`src/hdl/crr_pkg.sv`:
```
/*
 * Package for the call, return and software-reset execution block.
 * Assumes a 21-bit byte program counter and 16-bit instruction words.
 */
package crr_pkg;
	localparam int PC_W = 21;
	localparam int OFS_W = 11;
	// ========================================
	// Opcode patterns
	localparam logic [4:0] OP_CALL_HI = 5'h1b;
	localparam logic [15:0] OP_SWRESET = 16'h00ff;
	localparam logic [14:0] OP_RETIRQ_HI = 15'h0008;
	localparam logic [7:0] OP_RETLIT_HI = 8'h0c;
	localparam int FLD_RESTORE = 0;
	localparam logic [PC_W-1:0] PC_STEP = 21'h2;
	localparam logic [PC_W-1:0] PC_RESET = 21'h0;
	localparam logic [7:0] REG_RESET = 8'h00;
	typedef enum logic [2:0] {
		CRR_NONE, CRR_CALL, CRR_RESET, CRR_RETIRQ, CRR_RETLIT
	} crr_op_e;
endpackage

```
`src/hdl/crr_exec.sv`:
```
/*
 * Execution of relative call, software reset, return from interrupt and
 * return with literal. Assumes the fetch unit presents one word per cycle
 * with instr_valid, and that the stack, W, STATUS and bank register live
 * outside and take the strobes driven here in the following cycle.
 * Stack overflow and underflow are left to the stack itself.
 */
`timescale 1ns/10ps
module crr_exec #(
	parameter int PC_W = crr_pkg::PC_W
) (
	input wire logic clk,
	input wire logic sys_rst,
	input wire logic [15:0] instr,
	input wire logic instr_valid,
	input wire logic [PC_W-1:0] instr_pc,
	input wire logic [PC_W-1:0] stack_top,
	input wire logic irq_low_level,
	input wire logic [7:0] work_reg_shadow,
	input wire logic [7:0] status_shadow,
	input wire logic [7:0] bank_select_shadow,
	output logic stack_push,
	output logic [PC_W-1:0] stack_push_data,
	output logic stack_pop,
	output logic pc_load,
	output logic [PC_W-1:0] pc_next,
	output logic work_we,
	output logic [7:0] work_data,
	output logic status_we,
	output logic [7:0] status_data,
	output logic bank_we,
	output logic [7:0] bank_data,
	output logic irq_en_high_set,
	output logic irq_en_low_set,
	output logic soft_reset,
	output logic busy
);
	crr_pkg::crr_op_e op;
	logic idle_q;
	logic exec;
	logic restore;
	logic [PC_W-1:0] disp;
	logic take_call;
	logic take_retirq;
	logic take_retlit;
	logic take_reset;
	logic take_none;

	// Call match on the top five bits
	crr_decode u_dec (
		.instr(instr),
		.op(op)
	);

	// ========================================
	// Sequencing
	// Word fetched during the idle slot is stale; drop it
	assign exec = instr_valid && !idle_q;
	assign busy = idle_q;
	assign restore = instr[crr_pkg::FLD_RESTORE];
	// Sign-extend then double
	assign disp = PC_W'({{(PC_W - 12){instr[10]}}, instr[10:0], 1'b0});
	// Word taken this cycle, by kind
	assign take_call = exec && op == crr_pkg::CRR_CALL;
	assign take_retirq = exec && op == crr_pkg::CRR_RETIRQ;
	assign take_retlit = exec && op == crr_pkg::CRR_RETLIT;
	assign take_reset = exec && op == crr_pkg::CRR_RESET;
	assign take_none = exec && op == crr_pkg::CRR_NONE;

	always_ff @(posedge clk) begin
		if (sys_rst) begin
			idle_q <= 1'b0;
		end else begin
			idle_q <= exec && (op == crr_pkg::CRR_CALL
				|| op == crr_pkg::CRR_RETIRQ
				|| op == crr_pkg::CRR_RETLIT);
		end
	end

	// ========================================
	// Stack and program counter
	always_ff @(posedge clk) begin
		if (sys_rst) begin
			stack_push <= 1'b0;
			stack_push_data <= crr_pkg::PC_RESET;
			stack_pop <= 1'b0;
			pc_load <= 1'b0;
			pc_next <= crr_pkg::PC_RESET;
		end else begin
			stack_push <= 1'b0;
			stack_pop <= 1'b0;
			pc_load <= 1'b0;
			if (exec) begin
				case (op)
				crr_pkg::CRR_CALL: begin
					stack_push <= 1'b1;
					stack_push_data <= instr_pc + crr_pkg::PC_STEP;
					pc_load <= 1'b1;
					pc_next <= instr_pc + crr_pkg::PC_STEP + disp;
				end
				crr_pkg::CRR_RETIRQ, crr_pkg::CRR_RETLIT: begin
					stack_pop <= 1'b1;
					pc_load <= 1'b1;
					pc_next <= stack_top;
				end
				default: begin
				end
				endcase
			end
		end
	end

	// ========================================
	// Register file writes and interrupt enables
	// No latch-register outputs exist: they are never touched
	always_ff @(posedge clk) begin
		if (sys_rst) begin
			work_we <= 1'b0;
			work_data <= crr_pkg::REG_RESET;
			status_we <= 1'b0;
			status_data <= crr_pkg::REG_RESET;
			bank_we <= 1'b0;
			bank_data <= crr_pkg::REG_RESET;
			irq_en_high_set <= 1'b0;
			irq_en_low_set <= 1'b0;
			soft_reset <= 1'b0;
		end else begin
			work_we <= 1'b0;
			status_we <= 1'b0;
			bank_we <= 1'b0;
			irq_en_high_set <= 1'b0;
			irq_en_low_set <= 1'b0;
			// Registered: high the cycle after each reset word taken; a held word keeps it high
			soft_reset <= exec && op == crr_pkg::CRR_RESET;
			if (exec && op == crr_pkg::CRR_RETIRQ) begin
				irq_en_high_set <= !irq_low_level;
				irq_en_low_set <= irq_low_level;
				if (restore) begin
					work_we <= 1'b1;
					work_data <= work_reg_shadow;
					status_we <= 1'b1;
					status_data <= status_shadow;
					bank_we <= 1'b1;
					bank_data <= bank_select_shadow;
				end
			end else if (exec && op == crr_pkg::CRR_RETLIT) begin
				work_we <= 1'b1;
				work_data <= instr[7:0];
			end
		end
	end
endmodule

```
`src/hdl/crr_decode.sv`:
```
/*
 * Opcode recogniser for the four control-flow instructions.
 * Assumes a valid fetched word is presented with its strobe.
 */
`timescale 1ns/10ps
module crr_decode (
	input wire logic [15:0] instr,
	output crr_pkg::crr_op_e op
);
	always_comb begin
		if (instr[15:11] == crr_pkg::OP_CALL_HI) begin
			op = crr_pkg::CRR_CALL;
		end else if (instr == crr_pkg::OP_SWRESET) begin
			op = crr_pkg::CRR_RESET;
		end else if (instr[15:1] == crr_pkg::OP_RETIRQ_HI) begin
			op = crr_pkg::CRR_RETIRQ;
		end else if (instr[15:8] == crr_pkg::OP_RETLIT_HI) begin
			op = crr_pkg::CRR_RETLIT;
		end else begin
			op = crr_pkg::CRR_NONE;
		end
	end
endmodule

```
`config.mk`:
```
export PLATFORM = sky130hd
export DESIGN_NAME = crr_exec
export DESIGN_NICKNAME = d
export VERILOG_FILES = /design/src/hdl/crr_pkg.sv /design/src/hdl/crr_exec.sv /design/src/hdl/crr_decode.sv
export SDC_FILE = /design/constraint.sdc
export NUM_CORES = 1
export LEC_CHECK = 0
export CAP_MARGIN = 20
export CORE_ASPECT_RATIO = 0.5
export CORE_MARGIN = 5
export CORE_UTILIZATION = 58
export DETAILED_ROUTE_END_ITERATION = 12
export DONT_BUFFER_PORTS = 1
export MAX_ROUTING_LAYER = met4
export PLACE_DENSITY_LB_ADDON = 0.25
export SLEW_MARGIN = 0
export SYNTH_ARGS = -nofsm -noshare
export SYNTH_HDL_FRONTEND = slang
export SYNTH_SLANG_ARGS = --single-unit
export TNS_END_PERCENT = 100
```
`constraint.sdc`:
```
create_clock -name clk -period 7.31 [get_ports clk]
set_input_delay 1.8275 -clock clk [delete_from_list [all_inputs] [get_ports clk]]
set_output_delay 1.8275 -clock clk [all_outputs]
set_load 0.02 [all_outputs]
```
Word-level counts from Yosys, hierarchy flattened
Cells that the tools add are included.

Register bits: 75. Input bits: 86. Output and inout bits: 76. Logic and storage cells: 60.

Add/subtract/negate cells: 2. Eq/ne operators: 9. Muxes and demuxes: 14. Bitwise gates (word level): 2. Reductions and logical operators: 19.

Operators by type and width (number): $pmux 21 s2 (1); $mux 8 (3); $add 21x2->21 const B (1); $add 21x21->21 (1); $eq 16x8->1 const B (1); $eq 15x4->1 const B (1); $mux 3 (4); $eq 8x4->1 const B (1); $reduce_and 2->1 (4); $eq 3x2->1 const B (2); $mux 1 (6); $reduce_or 2->1 (3); $eq 5x5->1 const B (1); $logic_and 1x1->1 (5); $reduce_bool 2->1 (2); $eq 3x1->1 const B (1); $eq 3x3->1 const B (1); $reduce_or 3->1 (1); $logic_not 1->1 (2); $logic_or 1x1->1 (2); $ne 2x2->1 const B (1); $not 1->1 (2).

Depth between registers and ports, before layout
Gate-level depths: netlist of run 1.

Depth after elaboration: 9. Depth in mapped cells: 14. Gate-level depth less buffers: 14.

Cells and area by module
From an unflattened synthesis of run 1, not the netlist that was laid out.

Cells, all modules: 531. Area, all modules: 4161.5 um^2.

By module, submodules not included: crr_exec (instances 1, cells an instance 517, area each 4073.9 um^2, seq. area each 1501.4 um^2); crr_decode (instances 1, cells an instance 14, area each 87.6 um^2, seq. area each 0.0 um^2).

Worst setup path after synthesis of run 1
Ideal clock, no wire load.

Path type: input-to-reg. From: input instr_pc[1]. To: register pc_next[19]. Setup time: 0.123 ns. Data arrival time: 4.106 ns. Data required time: 7.187 ns. Path slack: 3.081 ns. Stages on the path: 12. Buffers on the path: 1. Cells stage by stage: ha_1 -> and4_1 -> nor2b_1 -> xnor2_1 -> ha_1 -> clkbuf_1 -> and4_1 -> a221oi_1 -> o21ai_0 -> a21oi_1 -> xor2_1 -> o22ai_1.

Word-level cells in the longest chain between the ends: 3.

RTL lines: start, declared (line crr_exec.sv:16) `input wire logic [PC_W-1:0] instr_pc,`; $add 21x2->21 (line crr_exec.sv:99) `pc_next <= instr_pc + crr_pkg::PC_STEP + disp;`; $add 21x21->21 (line crr_exec.sv:99); $pmux 21 s2 (line crr_exec.sv:94) `case (op)`; end signal, assigned (line crr_exec.sv:88) `pc_next <= crr_pkg::PC_RESET;`; end signal, assigned (line crr_exec.sv:99); end signal, assigned (line crr_exec.sv:104) `pc_next <= stack_top;`; end, declared (line crr_exec.sv:26) `output logic [PC_W-1:0] pc_next,`.

Every way passes these cells. A chain may end at the register's enable or synchronous reset.

Final worst setup path of run 1
Same ends and word-level chain as after synthesis.

==> results.py, run 1 <==
metrics = {
    "critical_path": {
        "critPathCaptureType": "flop",
        "crit_fanout": 6,
        "start_kind": "primary input",
        "worstSetupPathType": "primary input to flop",
        "crit_arrival_ns": 4.56,
        "required_ns": 7.54,
    },
    "yosys": {
        "netlist_area_sq_mm": 0.00426,
        "ys_seq_elements": 75,
        "ys_async_sr_fraction_pct": 0,
        "syn_nets": 628,
        "synth-edff-count": 0,
        "syn_inst": 516,
        "avgSynthCellArea_sq_um": 8.25,
        "yosys.cell_types.count": 57,
        "synth_common_cells": "75 x dfxtp_1, 74 x nor2_1, 51 x a21oi_1, 48 x nand2_1, 25 x ha_1",
        "ys_seq_area_share_pct": 35.3,
        "synth_most_common_cell": "dfxtp_1",
        "synth_ff_type": "dfxtp_1",
        "yosysTopAreaCell": "dfxtp_1",
        "synth.area.top_cells": "dfxtp_1 35%, ha_1 7.4%, nor2_1 6.5%",
        "yosysTopAreaCellShare_pct": 35.3,
        "synth_warnings": 0,
    },
    "sta": {
        "slew_viol_final": 0,
        "finalHoldViolCount": 0,
        "setup_viol": 0,
        "fmax_mhz": 231,
        "rsz0062_at_grt": "no",
        "min_period_ns": 4.33,
        "tns_ns": 0,
        "worst_slew_pin_slew_ns": 1.02,
        "fin_skew_ns": 0.00649,
        "slew-limit-headroom_pct": 31.7,
        "post-route-period-util_pct": 59.3,
    },
    "finish": {
        "fillers": 635,
        "final_nets": 614,
        "seq_area_sq_mm": 0.00150,
        "drive_gt1_share_pct": 6.13,
        "insertedDiodeCount": 0,
        "area_growth_pct": 8.26,
        "multi_input_area_sq_mm": 0.00257,
    },
    "clock_tree": {
        "post_cts_buffers": 0,
        "cts_buffers": 9,
        "clock_latency_ns": 0.34,
        "cts_sinks": 75,
        "htree_levels": 3,
        "clockBufferDepth": 2,
        "postCtsHoldBufs": 0,
        "clk_pin_slew_worst_paths_ns": 0.06,
        "cts_root_buf": "clkbuf_16",
        "cts-resized-gates": 0,
        "cts_tree": "built",
    },
    "detailed_routing": {
        "ant_nets": 0,
        "drtIter0Drc": 230,
        "vias_per_cell": 6.20,
        "drt-total-wl_um": 11400,
        "post_drt_wl_per_cell_um": 18.9,
        "vias": 3735,
        "drt_first_pass_iters": 5,
        "drc": 0,
    },
    "power": {
        "p_clk_share_pct": 49.9,
        "combPwrFrac_pct": 11.7,
        "p_per_area_mw_per_mm2": 236,
        "p_int_mw": 0.832,
        "seqPwrFrac_pct": 38.4,
        "switchingPower_mw": 0.257,
        "power.share.switching_pct": 23.6,
        "worst_ir_drop_vdd_uv": 143,
        "p_leak_nw": 1.72,
        "finalPower_mw": 1.09,
    },
    "place": {
        "dpl.hpwl_um": 8570,
        "io_buffer_count": 0,
        "routabilityCongestion": 0.910,
    },
    "global_routing": {
        "antenna_found_initial": 0,
        "grt_pass1_vias": 3530,
        "grt_start_max_net_pins": 62,
        "grt_pass1_wl_um": 18400,
        "grt.total_usage_pct": 25.3,
        "grt-ovfl-total": 0,
    },
    "floorplanning": {
        "ios": 162,
        "dieArea_sq_mm": 0.00925,
        "placementRows": 22,
        "start_util_pct": 58.8,
        "die_w_um": 131,
        "die_h_um": 70.6,
        "coreArea_sq_mm": 0.00724,
    },
    "min_path": {
        "hold_path_class": "flop to flop",
    },
    "flow_run": {
        "maxCapViolations": 0,
    },
    "run_status": {
        "status": "finished clean",
    },
}
==> placed cells by master, fill, tap and decap left out, types with 4 or more instances in the layout <==
master / netlist / layout
a211oi_1: 14 / 14
a21oi_1: 51 / 51
and3_1: 11 / 11
and4_1: 4 / 4
bufinv_16: 0 / 4
clkbuf_16: 0 / 9
dfxtp_1: 75 / 75
ha_1: 25 / 25
inv_1: 12 / 12
mux2i_1: 18 / 18
nand2_1: 48 / 48
nand3_1: 13 / 13
nand4_1: 12 / 12
nor2_1: 74 / 74
nor2b_1: 4 / 4
nor3_1: 15 / 15
o21ai_0: 18 / 18
xnor2_1: 16 / 16
xor2_1: 16 / 16
==> kinds of logic after synthesis <==
family / synth area share (%)
xor gates and xnor gates: 6.59
DFF: 35.3
AOI/OAI and AO/OA: 19.1
and+or+nand+nor: 22.7
buffers and inverters: 4.32
adders and majority gates: 7.82
muxes: 4.23
==> cell type report <==
cell class,instances,area share (%)
clock buffer,9,4.89
clock inverter,6,2.99
inverter,12,0.978
multi-input combinational,403,55.8
sequential,75,32.6
tap,96,2.61
timing repair buffer,1,0.163
==> path summary, 6_finish.rpt <==
path	start	endpoint	slack, ns	cells after the start
worst max-delay path	instr_pc[1]	pc_next[19]$_SDFFE_PP0P_	2.98	12
worst min-delay path	stack_push_data[0]$_SDFFE_PP0P_	stack_push_data[0]$_SDFFE_PP0P_	0.55	2
worst max register to register	busy$_SDFF_PP0_	pc_next[12]$_SDFFE_PP0P_	4.71	4
worst min register to register	stack_push_data[0]$_SDFFE_PP0P_	stack_push_data[0]$_SDFFE_PP0P_	0.55	2
==> metal layers <==
layer	track usage, %	vias to the layer above	routed length [um]
met5	-	-	0
met4	7.37	0	189
met3	10.4	21	1100
met2	40.5	146	5490
met1	29.5	1761	4610
li1	-	1807	-
==> worst max-delay path, stage by stage <==
cell and delay [ns]:
and3_1 0.20, nand3_1 0.25, nor2_1 0.20, xor2_1 0.25, ha_1 0.29, a21oi_1 0.22
o21ai_0 0.12, a221oi_1 0.56, o21ai_0 0.19, a21oi_1 0.20, xor2_1 0.17, o22ai_1 0.09
==> metrics by stage <==
step | setup slack, ns | hold WS, ns | utilization, % | instances | cell area [sq um]
6_report | 2.98 | 0.548 | 63.6 | 602 | 4610
5_1_grt | 2.77 | 0.578 | 63.6 | 602 | 4610
4_1_cts | 3.04 | 0.554 | 63.6 | 602 | 4610
3_5_place_dp | 2.68 | 0.546 | 58.6 | 587 | 4240
3_3_place_gp | 2.79 | 0.541 | 58.6 | 587 | 4240
2_1_floorplan | 3.08 | 0.529 | - | 516 | 4260
==> flip-flops by register name, indices dropped and copies added (netlist names), 8 cells and up <==
name             flops
status_data          8
stack_push_data     21
pc_next             21
work_data            8
bank_data            8
==> power by group through the flow <==
stage / combinational [mW] / sequential [mW] / clock, mW
final: 0.128 / 0.418 / 0.543
after global routing: 0.143 / 0.418 / 0.573
after CTS: 0.127 / 0.418 / 0.551
after detailed placement: 0.126 / 0.427 / 0
after global placement: 0.124 / 0.427 / 0
after floorplan: 0.109 / 0.426 / 0
No activity file was read; power rests on OpenSTA's default activity.
==> run 2: changes to the inputs <==
Clock period 7.31 ns to 3.65 ns, I/O delays scaled along.
==> run 2 against run 1 <==
Effect of this change:
- worst setup slack worse by 2.7 ns
- count of clock-buffer cells in the layout rose by 1
- flip-flop and latch count stayed put
- combinational power grew 110%
- sequential share of layout area down 0.74 points
- critical path depth increased by 2
- sequential power up 100%
- cell count increased by 3.0%
- die area unchanged
- register-to-register slack lost 3.2 ns
- critical path type unchanged
- largest power group unchanged
- highest routed layer unchanged
==> results.py, run 2 (synthesis results as in run 1) <==
metrics = {
    "run_status": {
        "status": "finished clean",
    },
    "place": {
        "routabilityCongestion": 0.941,
        "dp.cells": 604,
        "io_buffer_count": 0,
        "dpl.hpwl_um": 8680,
    },
    "clock_tree": {
        "clock_latency_ns": 0.33,
        "cts_sinks": 75,
        "cts-resized-gates": 0,
        "cts_buffers": 9,
        "postCtsHoldBufs": 0,
        "cts_root_buf": "clkbuf_16",
        "cts_tree": "built",
        "clk_pin_slew_worst_paths_ns": 0.06,
        "clockBufferDepth": 2,
        "htree_levels": 3,
        "post_cts_buffers": 0,
    },
    "finish": {
        "final_nets": 631,
        "final_cells": 620,
        "final_cell_mix": "75 x dfxtp_1, 74 x nor2_1, 51 x a21oi_1, 48 x nand2_1, 25 x ha_1",
        "insertedDiodeCount": 0,
        "drive_gt1_share_pct": 9.16,
        "area_growth_pct": 10.8,
        "final_common_cell": "dfxtp_1",
        "fin_util_pct": 65.1,
        "largestRegisters": "pc_next x21, stack_push_data x21",
    },
    "global_routing": {
        "grt.total_usage_pct": 24.8,
        "grt_pass1_wl_um": 18200,
        "grt_pass1_vias": 3572,
        "grt-ovfl-total": 0,
        "grt_start_max_net_pins": 62,
        "antenna_found_initial": 0,
    },
    "sta": {
        "slew_viol_final": 0,
        "setup_viol": 0,
        "worst_slew_pin_slew_ns": 0.805,
        "slew-limit-headroom_pct": 46.2,
        "min_period_ns": 3.33,
        "post-route-period-util_pct": 91.3,
        "tns_ns": 0,
        "finalHoldViolCount": 0,
        "fmax_mhz": 300,
        "rsz0062_at_grt": "no",
        "fin_skew_ns": 0.00209,
    },
    "critical_path": {
        "required_ns": 3.89,
        "crit_fanout": 6,
        "critPathLaunch": "instr_pc[1]",
        "crit-reg2reg-launch": "busy$_SDFF_PP0_",
        "critPathCaptureType": "flop",
        "ff2ff_setup_slack_ns": 1.48,
        "rr_endpoint": "work_data[1]$_SDFFE_PP0P_",
        "start_kind": "primary input",
        "worstSetupPathType": "primary input to flop",
        "reg2reg_depth": 5,
        "crit_end": "pc_next[20]$_SDFFE_PP0P_",
        "crit_arrival_ns": 3.57,
    },
    "detailed_routing": {
        "wl_met2_um": 5360,
        "post_drt_wl_per_cell_um": 18.2,
        "drt-total-wl_um": 11300,
        "drt_first_pass_iters": 4,
        "met3_length_um": 912,
        "vias": 3713,
        "drc": 0,
        "wl_met1_um": 4920,
        "vias_per_cell": 5.99,
        "drtIter0Drc": 226,
        "top_layer": "met4",
        "ant_nets": 0,
    },
    "min_path": {
        "hold_path_class": "flop to flop",
        "holdPathStages": 2,
    },
    "power": {
        "worst_ir_drop_vdd_uv": 330,
        "p_per_area_mw_per_mm2": 450,
        "p_leak_nw": 1.80,
        "finalPower_mw": 2.12,
    },
    "flow_run": {
        "maxCapViolations": 0,
    },
    "floorplanning": {
        "start_util_pct": 58.8,
        "die_w_um": 131,
        "coreArea_sq_mm": 0.00724,
        "die_h_um": 70.6,
        "placementRows": 22,
        "dieArea_sq_mm": 0.00925,
        "ios": 162,
    },
}
-- run 2: cell count changes in the layout (fill, tap and decap cells not counted), sizes merged --
cell    delta
bufinv     -1
buf       +17
clkinv     +1
clkbuf     +1
-- run 2: stage by stage --
step / worst slack, ns / hold WS [ns] / area [sq um]
CTS: 0.337 / 0.553 / 4710
detailed placement: 0.00721 / 0.546 / 4370
finish: 0.318 / 0.550 / 4710
floorplan: 0.336 / 0.529 / 4260
global route: 0.0785 / 0.574 / 4710
global placement: 0.0677 / 0.541 / 4370
-- run 2: worst max-delay path: stages --
cell and delay [ns]:
ha_1 0.20, and4_1 0.30, nor4b_4 0.25, and2_1 0.19, nand2_1 0.07, xnor2_1 0.19
ha_1 0.32, a21oi_1 0.31, o21bai_1 0.10, a21oi_1 0.15, o21ai_0 0.09, a21oi_1 0.16
xnor2_1 0.09, a221oi_1 0.22
-- run 2: layer usage --
layer  global-route usage [%]  vias up
met2                     39.5      121
li1                         -     1848
met1                     30.1     1731
met5                        -        -
met4                     6.80        0
met3                     8.74       13
-- run 2: layout make-up --
class,instances,area (sq um)
clock buffers,10,229
well taps,96,120
repair buffers,18,135
multi-input cells,403,2570
flip-flops and latches,75,1500
clock inverters,6,113
fillers,627,2530
inverters,12,45.0
-- run 2: how the worst min path moves through the flow --
stage / start / to / slack [ns]
after floorplan: pc_next[3]$_SDFFE_PP0P_ / pc_next[3]$_SDFFE_PP0P_ / 0.53
after global placement: stack_push_data[0]$_SDFFE_PP0P_ / stack_push_data[0]$_SDFFE_PP0P_ / 0.54
after detailed placement: stack_push_data[9]$_SDFFE_PP0P_ / stack_push_data[9]$_SDFFE_PP0P_ / 0.55
after CTS: stack_push_data[9]$_SDFFE_PP0P_ / stack_push_data[9]$_SDFFE_PP0P_ / 0.55
after global routing: stack_push_data[0]$_SDFFE_PP0P_ / stack_push_data[0]$_SDFFE_PP0P_ / 0.57
final: stack_push_data[13]$_SDFFE_PP0P_ / stack_push_data[13]$_SDFFE_PP0P_ / 0.55
-- run 2: report_power, final --
group,total [mW],switching (mW),internal [mW]
Clock,1.02,0.345,0.670
Combinational,0.268,0.154,0.114
Sequential,0.837,0.0121,0.825
Total,2.12,0.511,1.61
==> run 3: changes to the inputs <==
Settings changed: CELL_PAD_IN_SITES_DETAIL_PLACEMENT set to 1, CELL_PAD_IN_SITES_GLOBAL_PLACEMENT set to 1, CORE_UTILIZATION 58 to 41.
==> run 3 against run 2 <==
Effect of this change:
- core utilization is 18 points lower
- clock skew increased by 0.0035 ns
- first-iteration DRC count is 8.0% lower
- critical path depth down 1
- worst setup slack improved by 0.014 ns
- cell count is 8.1% higher
- register-to-register slack improved by 0.39 ns
- design area grew 1.2%
- via count up 1.8%
- critical path type unchanged
- largest cell class unchanged
==> results.py, run 3 (synthesis results as in run 1) <==
metrics = {
    "sta": {
        "fin_hold_ws_ns": 0.553,
        "fin_skew_ns": 0.00564,
        "worst_slack_ns": 0.332,
        "fmax_mhz": 301,
        "slew_viol_final": 0,
        "worst_slew_pin_slew_ns": 0.947,
        "tns_ns": 0,
        "setup_viol": 0,
        "slew-limit-headroom_pct": 36.4,
        "min_period_ns": 3.32,
        "post-route-period-util_pct": 90.9,
        "rsz0062_at_grt": "no",
        "finalHoldViolCount": 0,
    },
    "critical_path": {
        "worstSetupPathType": "primary input to flop",
        "start_kind": "primary input",
        "critPathCaptureType": "flop",
        "required_ns": 3.87,
        "crit_arrival_ns": 3.54,
        "crit_fanout": 8,
    },
    "floorplanning": {
        "ios": 162,
        "dieArea_sq_mm": 0.0126,
        "placementRows": 26,
        "die_w_um": 154,
        "die_h_um": 82.0,
        "coreArea_sq_mm": 0.0102,
        "start_util_pct": 41.8,
    },
    "place": {
        "dpl.hpwl_um": 10400,
        "routabilityCongestion": 0.815,
        "io_buffer_count": 0,
        "place_ws_ns": -0.00103,
    },
    "finish": {
        "final_cell_mix": "75 x dfxtp_1, 74 x nor2_1, 51 x a21oi_1, 48 x nand2_1, 25 x ha_1",
        "final_nets": 636,
        "largestRegisters": "pc_next x21, stack_push_data x21",
        "drive_gt1_share_pct": 10.2,
        "final_common_cell": "dfxtp_1",
        "area_growth_pct": 12.1,
    },
    "power": {
        "p_clk_share_pct": 44.8,
        "p_per_area_mw_per_mm2": 425,
        "power.share.switching_pct": 26.3,
        "p_leak_nw": 1.80,
        "combPwrFrac_pct": 13.9,
        "p_int_mw": 1.49,
        "seqPwrFrac_pct": 41.3,
        "worst_ir_drop_vdd_uv": 174,
        "switchingPower_mw": 0.533,
    },
    "detailed_routing": {
        "drc": 0,
        "drt-total-wl_um": 13300,
        "vias_per_cell": 5.64,
        "drt_first_pass_iters": 4,
        "ant_nets": 0,
        "vias": 3781,
        "drtIter0Drc": 208,
        "post_drt_wl_per_cell_um": 19.8,
    },
    "clock_tree": {
        "cts-resized-gates": 0,
        "clk_pin_slew_worst_paths_ns": 0.06,
        "clock_latency_ns": 0.34,
        "clockBufferDepth": 2,
        "cts_sinks": 75,
        "cts_tree": "built",
        "htree_levels": 3,
        "post_cts_buffers": 0,
        "cts_buffers": 9,
        "cts_root_buf": "clkbuf_16",
        "postCtsHoldBufs": 0,
    },
    "run_status": {
        "status": "finished clean",
    },
    "global_routing": {
        "grt_pass1_wl_um": 20300,
        "antenna_found_initial": 1,
        "grt_pass1_vias": 3906,
        "grt.total_usage_pct": 21.0,
        "grt-ovfl-total": 0,
        "grt_start_max_net_pins": 62,
    },
    "min_path": {
        "hold_path_class": "flop to flop",
    },
    "flow_run": {
        "maxCapViolations": 0,
    },
}
## run 3: cell type report
class                      count  area, sq um
antenna                        1         2.50
clock buffer                  10          239
clock inverter                 6         63.8
fill                        1242         5410
inverter                      12         45.0
multi-input combinational    403         2570
sequential                    75         1500
tap                          140          175
timing repair buffer          23          173
## run 3: per-stage QoR
step                std cells  power (mW)  cell area, sq um  utilization, %
floorplan                 516        1.07              4260               -
global placement          653        1.13              4460            43.8
detailed placement        653        1.14              4460            43.8
CTS                       669        2.05              4770            46.8
global route              670        2.11              4770            46.8
finish                    670        2.03              4770            46.8
## run 3: final timing paths
kind,start,end,slack (ns),depth (start not counted)
worst min-delay path,stack_push_data[9]$_SDFFE_PP0P_,stack_push_data[9]$_SDFFE_PP0P_,0.55,2
worst min register to register,stack_push_data[9]$_SDFFE_PP0P_,stack_push_data[9]$_SDFFE_PP0P_,0.55,2
worst max-delay path,instr_pc[1],pc_next[19]$_SDFFE_PP0P_,0.33,13
worst max register to register,busy$_SDFF_PP0_,stack_push_data[15]$_SDFFE_PP0P_,1.87,6
## run 3: worst max-delay path, cell delays in order
cell and delay [ns]:
and3_1 0.21, nand3_1 0.18, buf_4 0.20, nor3_1 0.28, xor2_1 0.26, ha_1 0.38
a21oi_1 0.25, o21bai_1 0.09, a41oi_1 0.16, o21ai_0 0.13, a21oi_1 0.21, xor2_1 0.18
o22ai_1 0.09
## run 3: power groups by stage
stage	clock [mW]	sequential (mW)	combinational, mW
3_5_place_dp	0	0.856	0.282
2_1_floorplan	0	0.854	0.218
4_1_cts	0.928	0.837	0.284
5_1_grt	0.960	0.837	0.316
6_report	0.907	0.837	0.282
3_3_place_gp	0	0.855	0.276
## run 3: metal layers
layer / vias up / global-route usage (%) / part of all wire (%)
li1: 1858 / - / -
met5: - / - / 0
met4: 0 / 5.11 / 0.69
met3: 9 / 6.32 / 7.5
met2: 114 / 36.3 / 48
met1: 1800 / 24.5 / 44
